File: src/include/sitd_pkg.sv
// sitd_pkg: constants for the split isochronous transfer state block.
// assumes: 32-bit apb, one aligned word per register, single clock.
package sitd_pkg;

	// =====================================================================
	// register byte offsets
	localparam logic [7:0] OFS_XFER_STATE = 8'h00; // transfer status and control word
	localparam logic [7:0] OFS_SCHED_MASK = 8'h04; // start / complete split masks
	localparam logic [7:0] OFS_PAGE0      = 8'h08; // page 0 pointer and byte offset
	localparam logic [7:0] OFS_PAGE1      = 8'h0c; // page 1 pointer
	localparam logic [7:0] OFS_FRAME_IDX  = 8'h10; // frame index counter
	localparam logic [7:0] OFS_CTRL       = 8'h14; // direction and fifo status

	// =====================================================================
	// transfer state word fields
	localparam int XS_IOC_BIT    = 31;
	localparam int XS_PAGE_BIT   = 30;
	localparam int XS_TOTAL_LO   = 16;
	localparam int XS_TOTAL_W    = 10;
	localparam int XS_CPROG_LO   = 8;
	localparam int ST_ACTIVE     = 7;
	localparam int ST_ERR_RESP   = 6;
	localparam int ST_BUF_ERR    = 5;
	localparam int ST_BABBLE     = 4;
	localparam int ST_XACT_ERR   = 3;
	localparam int ST_MISSED_UF  = 2;
	localparam int ST_SPLIT      = 1;
	localparam logic [31:0] XS_WRITABLE = 32'hc3ff_fffe; // reserved 29..26 and 0 drop

	// =====================================================================
	// other field positions and widths
	localparam int MASK_W        = 8;
	localparam int SCHED_CMASK_LO = 8;
	localparam int PAGE_PTR_LO   = 12;
	localparam int OFFSET_W      = 12;
	localparam int FRIDX_W       = 14;
	localparam int UF_SEL_W      = 3;
	localparam int CTRL_DIR_IN   = 0;
	localparam int CTRL_FIFO_EMPTY = 8;
	localparam int CTRL_FIFO_FULL  = 9;
	localparam int CTRL_IRQ_PEND   = 10;

	// =====================================================================
	// reset values
	localparam logic [31:0] RST_WORD   = 32'h0000_0000;
	localparam logic [FRIDX_W-1:0] RST_FRIDX = 14'h0000;

	// =====================================================================
	// data fifo
	localparam int FIFO_W = 32;
	localparam int FIFO_D = 4;

	// split engine states
	typedef enum logic [2:0] {
		SPLIT_IDLE  = 3'b001,
		SPLIT_START = 3'b010,
		SPLIT_COMPL = 3'b100
	} split_fsm_t;

endpackage

File: src/sitd_xfer_state.sv
// sitd_xfer_state: transfer status and control of one split isochronous
// descriptor, reached over apb, driven by the split transaction engine.
// assumes: engine strobes are one-cycle pulses on CLK; tt data arrives
// on CLK; software fills the descriptor words before setting active.
`timescale 1ns/1ps

// Functional notes
// - with ioc set, completion raises an interrupt at the next threshold; otherwise none.
// - page select picks page 0 or page 1 pointer for the data address.
// - page select need not be written back when the descriptor retires.
// - complete-split progress mask records each complete-split carried out.
// - descriptor executes only while software's active bit is set.
// - error handshake from the translator sets the error-response bit.
// - underrun, or overrun while active, sets the data buffer error bit.
// - underrun forces a corrupted crc; overrun needs nothing more.
// - babble in this descriptor's transaction sets the babble bit.
// - no valid response sets transaction error, for in transfers only.
// - host hold-off missing a complete-split sets the missed micro-frame bit.
// - split state zero issues start-split on s-mask, one complete-split on c-mask.
// - low three bits of the next frame index select the s-mask and c-mask bit.
module sitd_xfer_state
	import sitd_pkg::*;
(
	input  wire logic        CLK,
	input  wire logic        RESETN,
	// apb slave
	input  wire logic        PSEL,
	input  wire logic        PENABLE,
	input  wire logic        PWRITE,
	input  wire logic [7:0]  PADDR,
	input  wire logic [31:0] PWDATA,
	output logic [31:0]      PRDATA,
	output logic             PREADY,
	output logic             PSLVERR,
	// micro-frame timing
	input  wire logic        UFRAME_TICK,
	input  wire logic        IRQ_THRESHOLD,
	// split engine requests and results
	output logic             START_SPLIT,
	output logic             COMPLETE_SPLIT,
	input  wire logic        START_DONE,
	input  wire logic        COMPLETE_DONE,
	input  wire logic        COMPLETE_LAST,
	input  wire logic [9:0]  BYTES_MOVED,
	input  wire logic        ERR_HANDSHAKE,
	input  wire logic        TX_UNDERRUN,
	input  wire logic        BABBLE,
	input  wire logic        NO_RESPONSE,
	input  wire logic        HOLDOFF_MISS,
	output logic             CORRUPT_CRC,
	output logic             IRQ,
	output logic [31:0]      DATA_ADDR,
	// received data into the fifo, drained toward memory
	input  wire logic        RX_VALID,
	output logic             RX_READY,
	input  wire logic [31:0] RX_DATA,
	output logic             MEM_VALID,
	input  wire logic        MEM_READY,
	output logic [31:0]      MEM_DATA
);

	// =====================================================================
	// reset release: asserts at once, releases through two flops
	logic rst_meta_reg;
	logic rst_n_reg;

	always_ff @(posedge CLK or negedge RESETN) begin
		if (!RESETN) begin
			rst_meta_reg <= 1'b0;
			rst_n_reg    <= 1'b0;
		end else begin
			rst_meta_reg <= 1'b1;
			rst_n_reg    <= rst_meta_reg;
		end
	end

	// =====================================================================
	// state
	logic [31:0]        xfer_state_reg;
	logic [31:0]        xfer_state_next;
	logic [15:0]        sched_mask_reg;
	logic [31:0]        page0_reg;
	logic [31:0]        page1_reg;
	logic [FRIDX_W-1:0] frame_index_counter_reg;
	logic [FRIDX_W-1:0] frame_index_counter_next;
	logic               dir_in_reg;
	logic               irq_pend_reg;
	logic               irq_pend_next;
	logic               irq_reg;
	logic               crc_bad_reg;
	logic               start_reg;
	logic               compl_reg;
	logic [31:0]        prdata_reg;
	logic               slverr_reg;
	split_fsm_t         fsm_reg;
	split_fsm_t         fsm_next;

	// =====================================================================
	// apb decode; zero wait states, every access finishes in its access cycle
	logic apb_access;
	logic apb_wr;
	logic apb_rd;
	logic addr_hit;

	function automatic logic sel(input logic [7:0] a, input logic [7:0] ofs);
		sel = (a == ofs);
	endfunction

	assign apb_access = PSEL && PENABLE;
	assign apb_wr     = apb_access && PWRITE && addr_hit;
	assign apb_rd     = apb_access && !PWRITE;
	assign addr_hit   = sel(PADDR, OFS_XFER_STATE) || sel(PADDR, OFS_SCHED_MASK)
		|| sel(PADDR, OFS_PAGE0) || sel(PADDR, OFS_PAGE1)
		|| sel(PADDR, OFS_FRAME_IDX) || sel(PADDR, OFS_CTRL);
	assign PREADY     = 1'b1;

	logic wr_xs;
	logic wr_sched;
	logic wr_p0;
	logic wr_p1;
	logic wr_fidx;
	logic wr_ctrl;

	assign wr_xs    = apb_wr && sel(PADDR, OFS_XFER_STATE);
	assign wr_sched = apb_wr && sel(PADDR, OFS_SCHED_MASK);
	assign wr_p0    = apb_wr && sel(PADDR, OFS_PAGE0);
	assign wr_p1    = apb_wr && sel(PADDR, OFS_PAGE1);
	assign wr_fidx  = apb_wr && sel(PADDR, OFS_FRAME_IDX);
	assign wr_ctrl  = apb_wr && sel(PADDR, OFS_CTRL);

	// =====================================================================
	// fifo in the receive path; a refused word is a receive overrun
	logic fifo_full;
	logic fifo_empty;
	logic rx_overrun;

	sitd_fifo #(
		.W (FIFO_W),
		.D (FIFO_D)
	) u_rx_fifo (
		.clk       (CLK),
		.rst_n     (rst_n_reg),
		.in_valid  (RX_VALID),
		.in_ready  (RX_READY),
		.in_data   (RX_DATA),
		.out_valid (MEM_VALID),
		.out_ready (MEM_READY),
		.out_data  (MEM_DATA),
		.full      (fifo_full),
		.empty     (fifo_empty)
	);

	// isochronous data cannot wait, so a stalled word is lost, and flagged while active
	assign rx_overrun = RX_VALID && !RX_READY;

	// =====================================================================
	// micro-frame selection of the split masks
	logic [UF_SEL_W-1:0] uf_sel;
	logic                active;
	logic                split_state;
	logic                smask_hit;
	logic                cmask_hit;
	logic [MASK_W-1:0]   cprog;
	logic [MASK_W-1:0]   uf_onehot;

	assign frame_index_counter_next = frame_index_counter_reg + FRIDX_W'(1);
	assign uf_sel      = frame_index_counter_next[UF_SEL_W-1:0];
	assign uf_onehot   = MASK_W'(1) << uf_sel;
	assign active      = xfer_state_reg[ST_ACTIVE];
	assign split_state = xfer_state_reg[ST_SPLIT];
	assign cprog       = xfer_state_reg[XS_CPROG_LO +: MASK_W];
	assign smask_hit   = |(sched_mask_reg[MASK_W-1:0] & uf_onehot);
	assign cmask_hit   = |(sched_mask_reg[SCHED_CMASK_LO +: MASK_W] & uf_onehot);

	// =====================================================================
	// split engine state machine
	logic issue_start;
	logic issue_compl;
	logic retire;

	// requests only go out on a micro-frame boundary while active
	assign issue_start = UFRAME_TICK && active && !split_state && smask_hit;
	assign issue_compl = UFRAME_TICK && active && split_state && cmask_hit;
	// an error handshake ends the transfer as a completion does
	assign retire      = active && ((COMPLETE_DONE && COMPLETE_LAST) || ERR_HANDSHAKE);

	always_comb begin
		fsm_next = fsm_reg;
		case (fsm_reg)
			SPLIT_IDLE: begin
				if (issue_start)
					fsm_next = SPLIT_START;
				else if (issue_compl)
					fsm_next = SPLIT_COMPL;
			end
			SPLIT_START: begin
				if (START_DONE || ERR_HANDSHAKE || !active)
					fsm_next = SPLIT_IDLE;
			end
			SPLIT_COMPL: begin
				if (COMPLETE_DONE || ERR_HANDSHAKE || !active)
					fsm_next = SPLIT_IDLE;
			end
			default: fsm_next = SPLIT_IDLE;
		endcase
	end

	// =====================================================================
	// transfer state word update: software write first, hardware sets after,
	// so a flag set in the cycle software rewrites the word is kept
	logic [XS_TOTAL_W-1:0] total_left;
	logic                  flag_buf;
	logic                  flag_xact;

	assign total_left = xfer_state_reg[XS_TOTAL_LO +: XS_TOTAL_W];
	assign flag_buf   = TX_UNDERRUN || (rx_overrun && active);
	assign flag_xact  = NO_RESPONSE && dir_in_reg;

	always_comb begin
		xfer_state_next = xfer_state_reg;
		if (wr_xs)
			xfer_state_next = PWDATA & XS_WRITABLE; // reserved bits held at zero
		if (fsm_reg == SPLIT_START && START_DONE)
			xfer_state_next[ST_SPLIT] = 1'b1;
		if (issue_compl && fsm_reg == SPLIT_IDLE)
			xfer_state_next[XS_CPROG_LO +: MASK_W] = cprog | uf_onehot;
		if (COMPLETE_DONE)
			xfer_state_next[XS_TOTAL_LO +: XS_TOTAL_W] =
				(BYTES_MOVED > total_left) ? '0 : total_left - BYTES_MOVED;
		if (ERR_HANDSHAKE)
			xfer_state_next[ST_ERR_RESP] = 1'b1;
		if (flag_buf)
			xfer_state_next[ST_BUF_ERR] = 1'b1;
		if (BABBLE)
			xfer_state_next[ST_BABBLE] = 1'b1;
		if (flag_xact)
			xfer_state_next[ST_XACT_ERR] = 1'b1;
		if (HOLDOFF_MISS && split_state)
			xfer_state_next[ST_MISSED_UF] = 1'b1;
		if (retire) begin
			// error bits stay; page select is left as software put it
			xfer_state_next[ST_ACTIVE] = 1'b0;
			xfer_state_next[ST_SPLIT]  = 1'b0;
		end
	end

	// interrupt pends on completion with ioc, fires at the next threshold
	assign irq_pend_next = (retire && xfer_state_reg[XS_IOC_BIT])
		|| (irq_pend_reg && !IRQ_THRESHOLD);

	// =====================================================================
	// data address from the selected page pointer and the running offset
	logic [31:0]         page_sel_ptr;
	logic [OFFSET_W-1:0] cur_offset;
	logic [OFFSET_W-1:0] current_byte_offset;

	assign cur_offset          = page0_reg[OFFSET_W-1:0];
	assign current_byte_offset = cur_offset + OFFSET_W'(BYTES_MOVED);
	assign page_sel_ptr        = xfer_state_reg[XS_PAGE_BIT] ? page1_reg : page0_reg;
	assign DATA_ADDR           = {page_sel_ptr[31:PAGE_PTR_LO], cur_offset};

	// =====================================================================
	// read mux; unmapped addresses read zero with an error
	logic [31:0] rd_mux;
	logic [31:0] ctrl_view;

	assign ctrl_view = {21'h0, irq_pend_reg, fifo_full, fifo_empty, 7'h0, dir_in_reg};
	assign rd_mux =
		sel(PADDR, OFS_XFER_STATE) ? xfer_state_reg :
		sel(PADDR, OFS_SCHED_MASK) ? {16'h0, sched_mask_reg} :
		sel(PADDR, OFS_PAGE0)      ? page0_reg :
		sel(PADDR, OFS_PAGE1)      ? page1_reg :
		sel(PADDR, OFS_FRAME_IDX)  ? {18'h0, frame_index_counter_reg} :
		sel(PADDR, OFS_CTRL)       ? ctrl_view : 32'h0000_0000;

	// =====================================================================
	// descriptor registers
	always_ff @(posedge CLK or negedge rst_n_reg) begin
		if (!rst_n_reg) begin
			xfer_state_reg <= RST_WORD;
			sched_mask_reg <= RST_WORD[15:0];
			page0_reg      <= RST_WORD;
			page1_reg      <= RST_WORD;
			dir_in_reg     <= 1'b0;
		end else begin
			xfer_state_reg <= xfer_state_next;
			if (wr_sched)
				sched_mask_reg <= PWDATA[15:0];
			if (wr_p0)
				page0_reg <= PWDATA;
			else if (COMPLETE_DONE)
				page0_reg[OFFSET_W-1:0] <= current_byte_offset;
			if (wr_p1)
				page1_reg <= PWDATA;
			if (wr_ctrl)
				dir_in_reg <= PWDATA[CTRL_DIR_IN];
		end
	end

	// frame index runs on every micro-frame tick; software may preload it
	always_ff @(posedge CLK or negedge rst_n_reg) begin
		if (!rst_n_reg)
			frame_index_counter_reg <= RST_FRIDX;
		else if (wr_fidx)
			frame_index_counter_reg <= PWDATA[FRIDX_W-1:0];
		else if (UFRAME_TICK)
			frame_index_counter_reg <= frame_index_counter_next;
	end

	// split machine and request strobes
	always_ff @(posedge CLK or negedge rst_n_reg) begin
		if (!rst_n_reg) begin
			fsm_reg   <= SPLIT_IDLE;
			start_reg <= 1'b0;
			compl_reg <= 1'b0;
		end else begin
			fsm_reg   <= fsm_next;
			start_reg <= issue_start && fsm_reg == SPLIT_IDLE;
			compl_reg <= issue_compl && fsm_reg == SPLIT_IDLE;
		end
	end

	// interrupt and crc corruption; underrun data must not be accepted
	always_ff @(posedge CLK or negedge rst_n_reg) begin
		if (!rst_n_reg) begin
			irq_pend_reg <= 1'b0;
			irq_reg      <= 1'b0;
			crc_bad_reg  <= 1'b0;
		end else begin
			irq_pend_reg <= irq_pend_next;
			irq_reg      <= irq_pend_reg && IRQ_THRESHOLD;
			crc_bad_reg  <= TX_UNDERRUN;
		end
	end

	// apb read data and error, registered in the setup cycle
	always_ff @(posedge CLK or negedge rst_n_reg) begin
		if (!rst_n_reg) begin
			prdata_reg <= 32'h0000_0000;
			slverr_reg <= 1'b0;
		end else begin
			prdata_reg <= (PSEL && !PENABLE && !PWRITE) ? rd_mux : prdata_reg;
			slverr_reg <= PSEL && !PENABLE && !addr_hit;
		end
	end

	// =====================================================================
	// outputs
	assign PRDATA         = apb_rd ? prdata_reg : 32'h0000_0000;
	assign PSLVERR        = apb_access && slverr_reg;
	assign START_SPLIT    = start_reg;
	assign COMPLETE_SPLIT = compl_reg;
	assign CORRUPT_CRC    = crc_bad_reg;
	assign IRQ            = irq_reg;

endmodule // sitd_xfer_state

File: src/sitd_fifo.sv
// sitd_fifo: small flip-flop fifo with valid/ready on both sides.
// assumes: one clock, asynchronous active-low reset released on that clock.
`timescale 1ns/1ps

module sitd_fifo #(
	parameter int W = 32,
	parameter int D = 4
) (
	input  wire logic         clk,
	input  wire logic         rst_n,
	input  wire logic         in_valid,
	output logic              in_ready,
	input  wire logic [W-1:0] in_data,
	output logic              out_valid,
	input  wire logic         out_ready,
	output logic [W-1:0]      out_data,
	output logic              full,
	output logic              empty
);
	localparam int AW = (D > 1) ? $clog2(D) : 1;

	logic [W-1:0]  mem_reg [D];
	logic [AW-1:0] wr_ptr_reg;
	logic [AW-1:0] rd_ptr_reg;
	logic [AW:0]   count_reg;
	logic          push;
	logic          pop;

	// =====================================================================
	// handshake decode
	assign full      = (count_reg == (AW+1)'(D));
	assign empty     = (count_reg == '0);
	assign in_ready  = !full;
	assign out_valid = !empty;
	assign push      = in_valid && in_ready;
	assign pop       = out_valid && out_ready;
	assign out_data  = mem_reg[rd_ptr_reg];

	// pointers wrap at depth; depth need not be a power of two
	always_ff @(posedge clk or negedge rst_n) begin
		if (!rst_n) begin
			wr_ptr_reg <= '0;
			rd_ptr_reg <= '0;
			count_reg  <= '0;
		end else begin
			if (push)
				wr_ptr_reg <= (wr_ptr_reg == AW'(D-1)) ? '0 : wr_ptr_reg + AW'(1);
			if (pop)
				rd_ptr_reg <= (rd_ptr_reg == AW'(D-1)) ? '0 : rd_ptr_reg + AW'(1);
			count_reg <= count_reg + (AW+1)'(push) - (AW+1)'(pop);
		end
	end

	// storage carries no reset; empty gates every read
	always_ff @(posedge clk) begin
		if (push)
			mem_reg[wr_ptr_reg] <= in_data;
	end

endmodule // sitd_fifo

File: config.mk
export PLATFORM = sky130hd
export DESIGN_NAME = sitd_xfer_state
export DESIGN_NICKNAME = d
export VERILOG_FILES = /design/src/include/sitd_pkg.sv /design/src/sitd_xfer_state.sv /design/src/sitd_fifo.sv
export SDC_FILE = /design/constraint.sdc
export NUM_CORES = 1
export LEC_CHECK = 0
export BUFFER_PORTS_ARGS = -buffer_cell sky130_fd_sc_hd__buf_2
export CAP_MARGIN = 30
export CORE_MARGIN = 4
export CORE_UTILIZATION = 58
export CTS_BUF_LIST = sky130_fd_sc_hd__clkbuf_4 sky130_fd_sc_hd__clkbuf_8 sky130_fd_sc_hd__clkbuf_16
export DETAILED_ROUTE_END_ITERATION = 16
export PLACE_DENSITY = 0.78
export SYNTH_ARGS = -nofsm -noshare
export SYNTH_HDL_FRONTEND = slang
export SYNTH_SLANG_ARGS = --single-unit
File: constraint.sdc
create_clock -name CLK -period 6.5 [get_ports CLK]
set_input_delay 0.975 -clock CLK [delete_from_list [all_inputs] [get_ports CLK]]
set_output_delay 0.975 -clock CLK [all_outputs]
set_load 0.005 [all_outputs]
=== After elaboration in Yosys (flattened, before gate mapping) ===
Memory sizes are Yosys's and may differ from the RTL's.
Cells that the tools add are included.

* Register bits after elaboration: 172
* Memories: 1
* Output and inout port bits: 104
* Bits of input ports: 99
* RAM bits: 128
* Word-level logic and storage cells: 158

* Shift operators: 1
* $lt $le $gt $ge: 1
* $add $sub $neg: 7
* Muxes and demuxes: 33
* Bitwise operators: 3
* Reductions and logical operators: 69
* Equality and inequality tests: 14

{| class="wikitable"
|+ Memory list
! memory !! depth !! bits a word !! read ports !! clocked after memory_dff !! write ports !! line !! RTL
|-
| u_rx_fifo.mem_reg || 4 || 32 || 1 || 0 || 1 || sitd_fifo.sv:22 || <nowiki>logic [W-1:0] mem_reg [D];</nowiki>
|}

{| class="wikitable"
|+ Operators by type and width
! kind !! number
|-
| $mux 32 || 6
|-
| $mux 14 || 3
|-
| $logic_and 1x1->1 || 33
|-
| $mux 26 || 1
|-
| $mux 12 || 2
|-
| $mux 10 || 2
|-
| $reduce_bool 2->1 || 10
|-
| $and 8x8->8 || 2
|-
| $eq 8x4->1 const B || 2
|-
| $eq 8x5->1 const B || 2
|-
| $reduce_or 8->1 || 2
|-
| $add 14x1->14 const B || 1
|-
| $add 12x10->12 || 1
|-
| $logic_or 1x1->1 || 12
|-
| $mux 3 || 4
|-
| $mux 11 || 1
|-
| $gt 10x10->1 || 1
|-
| $mux 1 || 10
|-
| $sub 10x10->10 || 1
|-
| $pmux 3 s3 || 1
|-
| $eq 8x3->1 const B || 1
|-
| $logic_not 1->1 || 8
|-
| $logic_not 8->1 || 1
|-
| $mux 8 || 1
|-
| other kinds (15) || 20
|}

=== Longest topological paths before layout ===
* Word-level depth: 11
* Gate-level depth with buffers: 9
* Depth with buffers taken out: 9

=== Hierarchy ===
From an unflattened synthesis, not the netlist that was laid out.

* Cell total of the unflattened synthesis: 1211
* Area total of the unflattened synthesis: 14522.7 µm²

{| class="wikitable"
|+ By module, submodules not included
! module !! seq. area each (µm²) !! instances !! area an instance (µm²) !! cells each
|-
| sitd_xfer_state || 4130.2 || 1 || 9412.8 || 998
|-
| sitd_fifo || 4018.9 || 1 || 5109.9 || 213
|}

=== Worst setup path before layout ===
Ideal clock, no wire load.

* Kind: input port to flip-flop
* From: in BYTES_MOVED[0]
* To: reg page0_reg[10]
* Data required time: 6.356 ns
* Path slack: 3.672 ns
* Buffers on the path: 0
* Stages: 8
* Data arrival time: 2.684 ns
* Path through: ha_1 > fa_1 > a21o_1 > a221oi_1 > nor4b_1 > o31ai_1 > xor2_1 > o21ai_0

* Longest elaborated chain between the ends: 3

{| class="wikitable"
|+ RTL lines
! item !! line !! RTL
|-
| from (decl) || sitd_xfer_state.sv:44 || <nowiki>input wire logic [9:0] BYTES_MOVED,</nowiki>
|-
| $add 12x10->12 || sitd_xfer_state.sv:258 || <nowiki>assign current_byte_offset = cur_offset + OFFSET_W'(BYTES_MOVED);</nowiki>
|-
| $mux 12 || sitd_xfer_state.sv:291 || <nowiki>else if (COMPLETE_DONE)</nowiki>
|-
| $mux 12 || sitd_xfer_state.sv:289 || <nowiki>if (wr_p0)</nowiki>
|-
| to (signal, indexed assignment) || sitd_xfer_state.sv:292 || <nowiki>page0_reg[OFFSET_W-1:0] <= current_byte_offset;</nowiki>
|-
| to (decl) || sitd_xfer_state.sv:82 || <nowiki>logic [31:0] page0_reg;</nowiki>
|}

No other way between the ends. The select of a mux whose other input is x is not followed.
A chain may end at the register's enable or synchronous reset.

=== Worst setup path in the final report ===
* From: reg u_rx_fifo.rd_ptr_reg[0]
* To: out MEM_DATA[31]

* Longest elaborated chain between the ends: 1

{| class="wikitable"
|+ RTL lines
! item !! line !! RTL
|-
| from (decl) || sitd_fifo.sv:24 || <nowiki>logic [AW-1:0] rd_ptr_reg;</nowiki>
|-
| from (signal assigned) || sitd_fifo.sv:49 || <nowiki>rd_ptr_reg <= (rd_ptr_reg == AW'(D-1)) ? '0 : rd_ptr_reg + AW'(1);</nowiki>
|-
| $mem_v2 4x32 || -- ||
|-
| to (decl) || sitd_xfer_state.sv:59 || <nowiki>output logic [31:0] MEM_DATA</nowiki>
|}

No other way between the ends.

==> results.yml <==
worst_setup_path:
  rrSetupSlack_ns: 3.87
  crit_type: "reg2out"
  r2r-end: "xfer_state_reg[18]$_DFFE_PN0P_"
  cp-end-kind: "primary output"
  cp_data_arrival_time_ns: 2.27
  timing.rr.start: "xfer_state_reg[16]$_DFFE_PN0P_"
  worst_setup_path_start_kind: "flip-flop"
  cp_max_fo: 31
  required_ns: 5.52
  reg2regPathDepth: 9
timing:
  slew_violations: 0
  finalCritPeriodShare_pct: 50.0
  grt_setup_unrepaired: "false"
  layout_min_cycle_time_ns: 3.25
  fmax_mhz: 308
  relSlewSlack_pct: 31.8
  worst_slew_pin_slew_ns: 1.02
  timing_hold_violations_final: 0
  setup_violations: 0
  finalHoldWorstSlack_ns: 0.207
  fin_tns_setup_ns: 0
  final.setup_skew_ns: 0.0120
detailed_routing:
  ant_nets: 0
  post_drt_wl_per_cell_um: 22.3
  vias: 10400
  drc: 0
  wl_um: 38200
  viasPerCell: 6.05
  drtIter0Drc: 990
  firstDrtPassIters: 7
placed_design:
  numPortBuffers: 201
  dpl_cell_area_um2: 15600
  gp_congestion: 0.918
  place_inst: 1661
  dp_hpwl_um: 26500
final_layout:
  fin_nets: 1502
  stdcell_count: 1716
  synthToLayoutAreaGrowth_pct: 15.4
  largest_reg_flops: 128
  drive_gt1_share_pct: 28.3
  final_area_um2: 16600
  mostFrequentLayoutCell: "buf_2"
  final_cell_mix: "201 x buf_2, 168 x dfrtp_1, 149 x nand2_1"
yosys:
  yosysWarnings: 0
  seq_area_frac_synth_pct: 56.6
  synthDistinctLibCells: 77
  postSynthCellCount: 1192
  syn_area_per_cell_um2: 12.1
  synthFlopType: "dfrtp_1"
  synth_edf_count: 128
  synthArstFlopShare_pct: 57.3
  synthTopCellsByArea: "dfrtp_1 30%, edfxtp_1 27%, mux4_2 5.8%, mux2_2 5.3%, nand2_1 3.9%"
  synth_top_area_share_pct: 29.7
  yosysTopAreaCell: "dfrtp_1"
  syn_area_um2: 14400
  ys_seq_elements: 300
global_route:
  grt_usage_pct: 27.9
  grt_pass1_wl_um: 58800
  grt_pass1_vias: 10400
  antenna_found_initial: 4
  grt_max_degree: 51
  grt_overflow: 0
clocking:
  cts_sinks: 300
  postCtsSetupBuffers: 0
  htree_levels: 1
  cts-root-buf: "clkbuf_16"
  cts-buffers-inserted: 29
  holdBufCountCts: 0
  cts_tree: "built"
  cts_resized: 0
  cts_buffer_depth: 3
  insertion_delay_ns: 0.54
  clkTransAtPathRegs_ns: 0.06
power_and_ir_drop:
  p_leak_nw: 7.47
  ir_worst_vdd_v: 0.000266
  p_per_area_nw_per_um2: 343
  finalPower_w: 0.00570
floorplan:
  row_count: 57
  io_pins: 203
  core_area_um2: 24400
  dieArea_um2: 27400
  initial_core_util_pct: 59.0
  dieWidth_um: 166
  dieHeight_um: 166
run:
  cap_violations: 0
outcome:
  status: "completed"
min_path:
  hold_class: "in2async"
[metal layers]
| layer | vias to the layer above | track usage [%] | part of all wire [%] | routed length (um) |
|---|---|---|---|---|
| met5 | - | 0 | 0.071 | 27 |
| met4 | 4 | 8.17 | 2.9 | 1110 |
| met3 | 80 | 6.03 | 9.1 | 3490 |
| met2 | 502 | 44.7 | 47 | 18100 |
| met1 | 5143 | 39.0 | 41 | 15500 |
| li1 | 4657 | - | - | - |
[critical path, cell delays in order, from the launching register on]
cell	delay, ns
dfrtp_2	0.41
buf_4	0.53
mux4_2	0.62
buf_2	0.15
[cell type report]
| cell class | count | area, um2 |
|---|---|---|
| antenna | 2 | 5.00 |
| clock buffer | 35 | 771 |
| clock inverter | 18 | 215 |
| fill | 1769 | 7780 |
| inverter | 32 | 121 |
| multi-input combinational | 788 | 5780 |
| sequential | 300 | 8160 |
| tap | 324 | 405 |
| timing repair buffer | 217 | 1160 |
[cell families after synthesis]
logic type / count (synthesis) / share of synthesized area, %
compound gates: 206 / 8.77
buf+inv: 105 / 3.36
fa+ha+maj: 35 / 3.20
xor+xnor: 27 / 1.69
other cells: 1 / 0.0260
flops: 300 / 56.6
mux: 140 / 13.6
simple gates: 378 / 12.8
[synth_stat cells (3+ instances only)]
cell	count
dfrtp_1	171
nand2_1	149
edfxtp_1	128
a21oi_1	98
nor2_1	81
mux2_2	68
and2_1	37
mux4_2	37
ha_1	32
mux2i_1	32
inv_1	30
buf_2	28
clkbuf_1	27
o21ai_0	25
o31ai_1	22
nand3_1	20
and3_1	19
buf_4	14
nor3_1	14
xnor2_1	14
xor2_1	12
nand2b_1	11
nand4_1	9
o21bai_1	8
o22a_1	8
or3_1	7
a22oi_1	6
a21o_1	5
nand3b_1	4
o22ai_1	4
a31oi_1	3
buf_1	3
fa_1	3
nor2b_1	3
nor3b_1	3
o21a_1	3
[per-stage QoR]
| stage | utilization, % | setup WS, ns |
|---|---|---|
| finish | 68.1 | 3.25 |
| global route | 68.1 | 3.12 |
| CTS | 68.1 | 3.19 |
| detailed placement | 64.0 | 3.19 |
| global placement | 63.8 | 2.83 |
| floorplan | - | 1.35 |
[worst max-delay path by stage]
| stage | start | end | slack, ns |
|---|---|---|---|
| global placement | PADDR[3] | page1_reg[5]$_DFFE_PN0P_ | 2.83 |
| CTS | u_rx_fifo.rd_ptr_reg[0]$_DFFE_PN0P_ | MEM_DATA[22] | 3.19 |
| detailed placement | PADDR[3] | xfer_state_reg[12]$_DFFE_PN0P_ | 3.19 |
| finish | u_rx_fifo.rd_ptr_reg[0]$_DFFE_PN0P_ | MEM_DATA[31] | 3.25 |
| floorplan | rst_n_reg$_DFF_PN0_ | COMPLETE_SPLIT$_DFF_PN0_ | 1.35 |
| global route | u_rx_fifo.rd_ptr_reg[0]$_DFFE_PN0P_ | MEM_DATA[22] | 3.12 |
[power by group]
group	switching (W)	internal (W)
clock network	0.000713	0.00104
registers	0.000235	0.00226
logic	0.000780	0.000672
(Power assumes the default switching activity.)
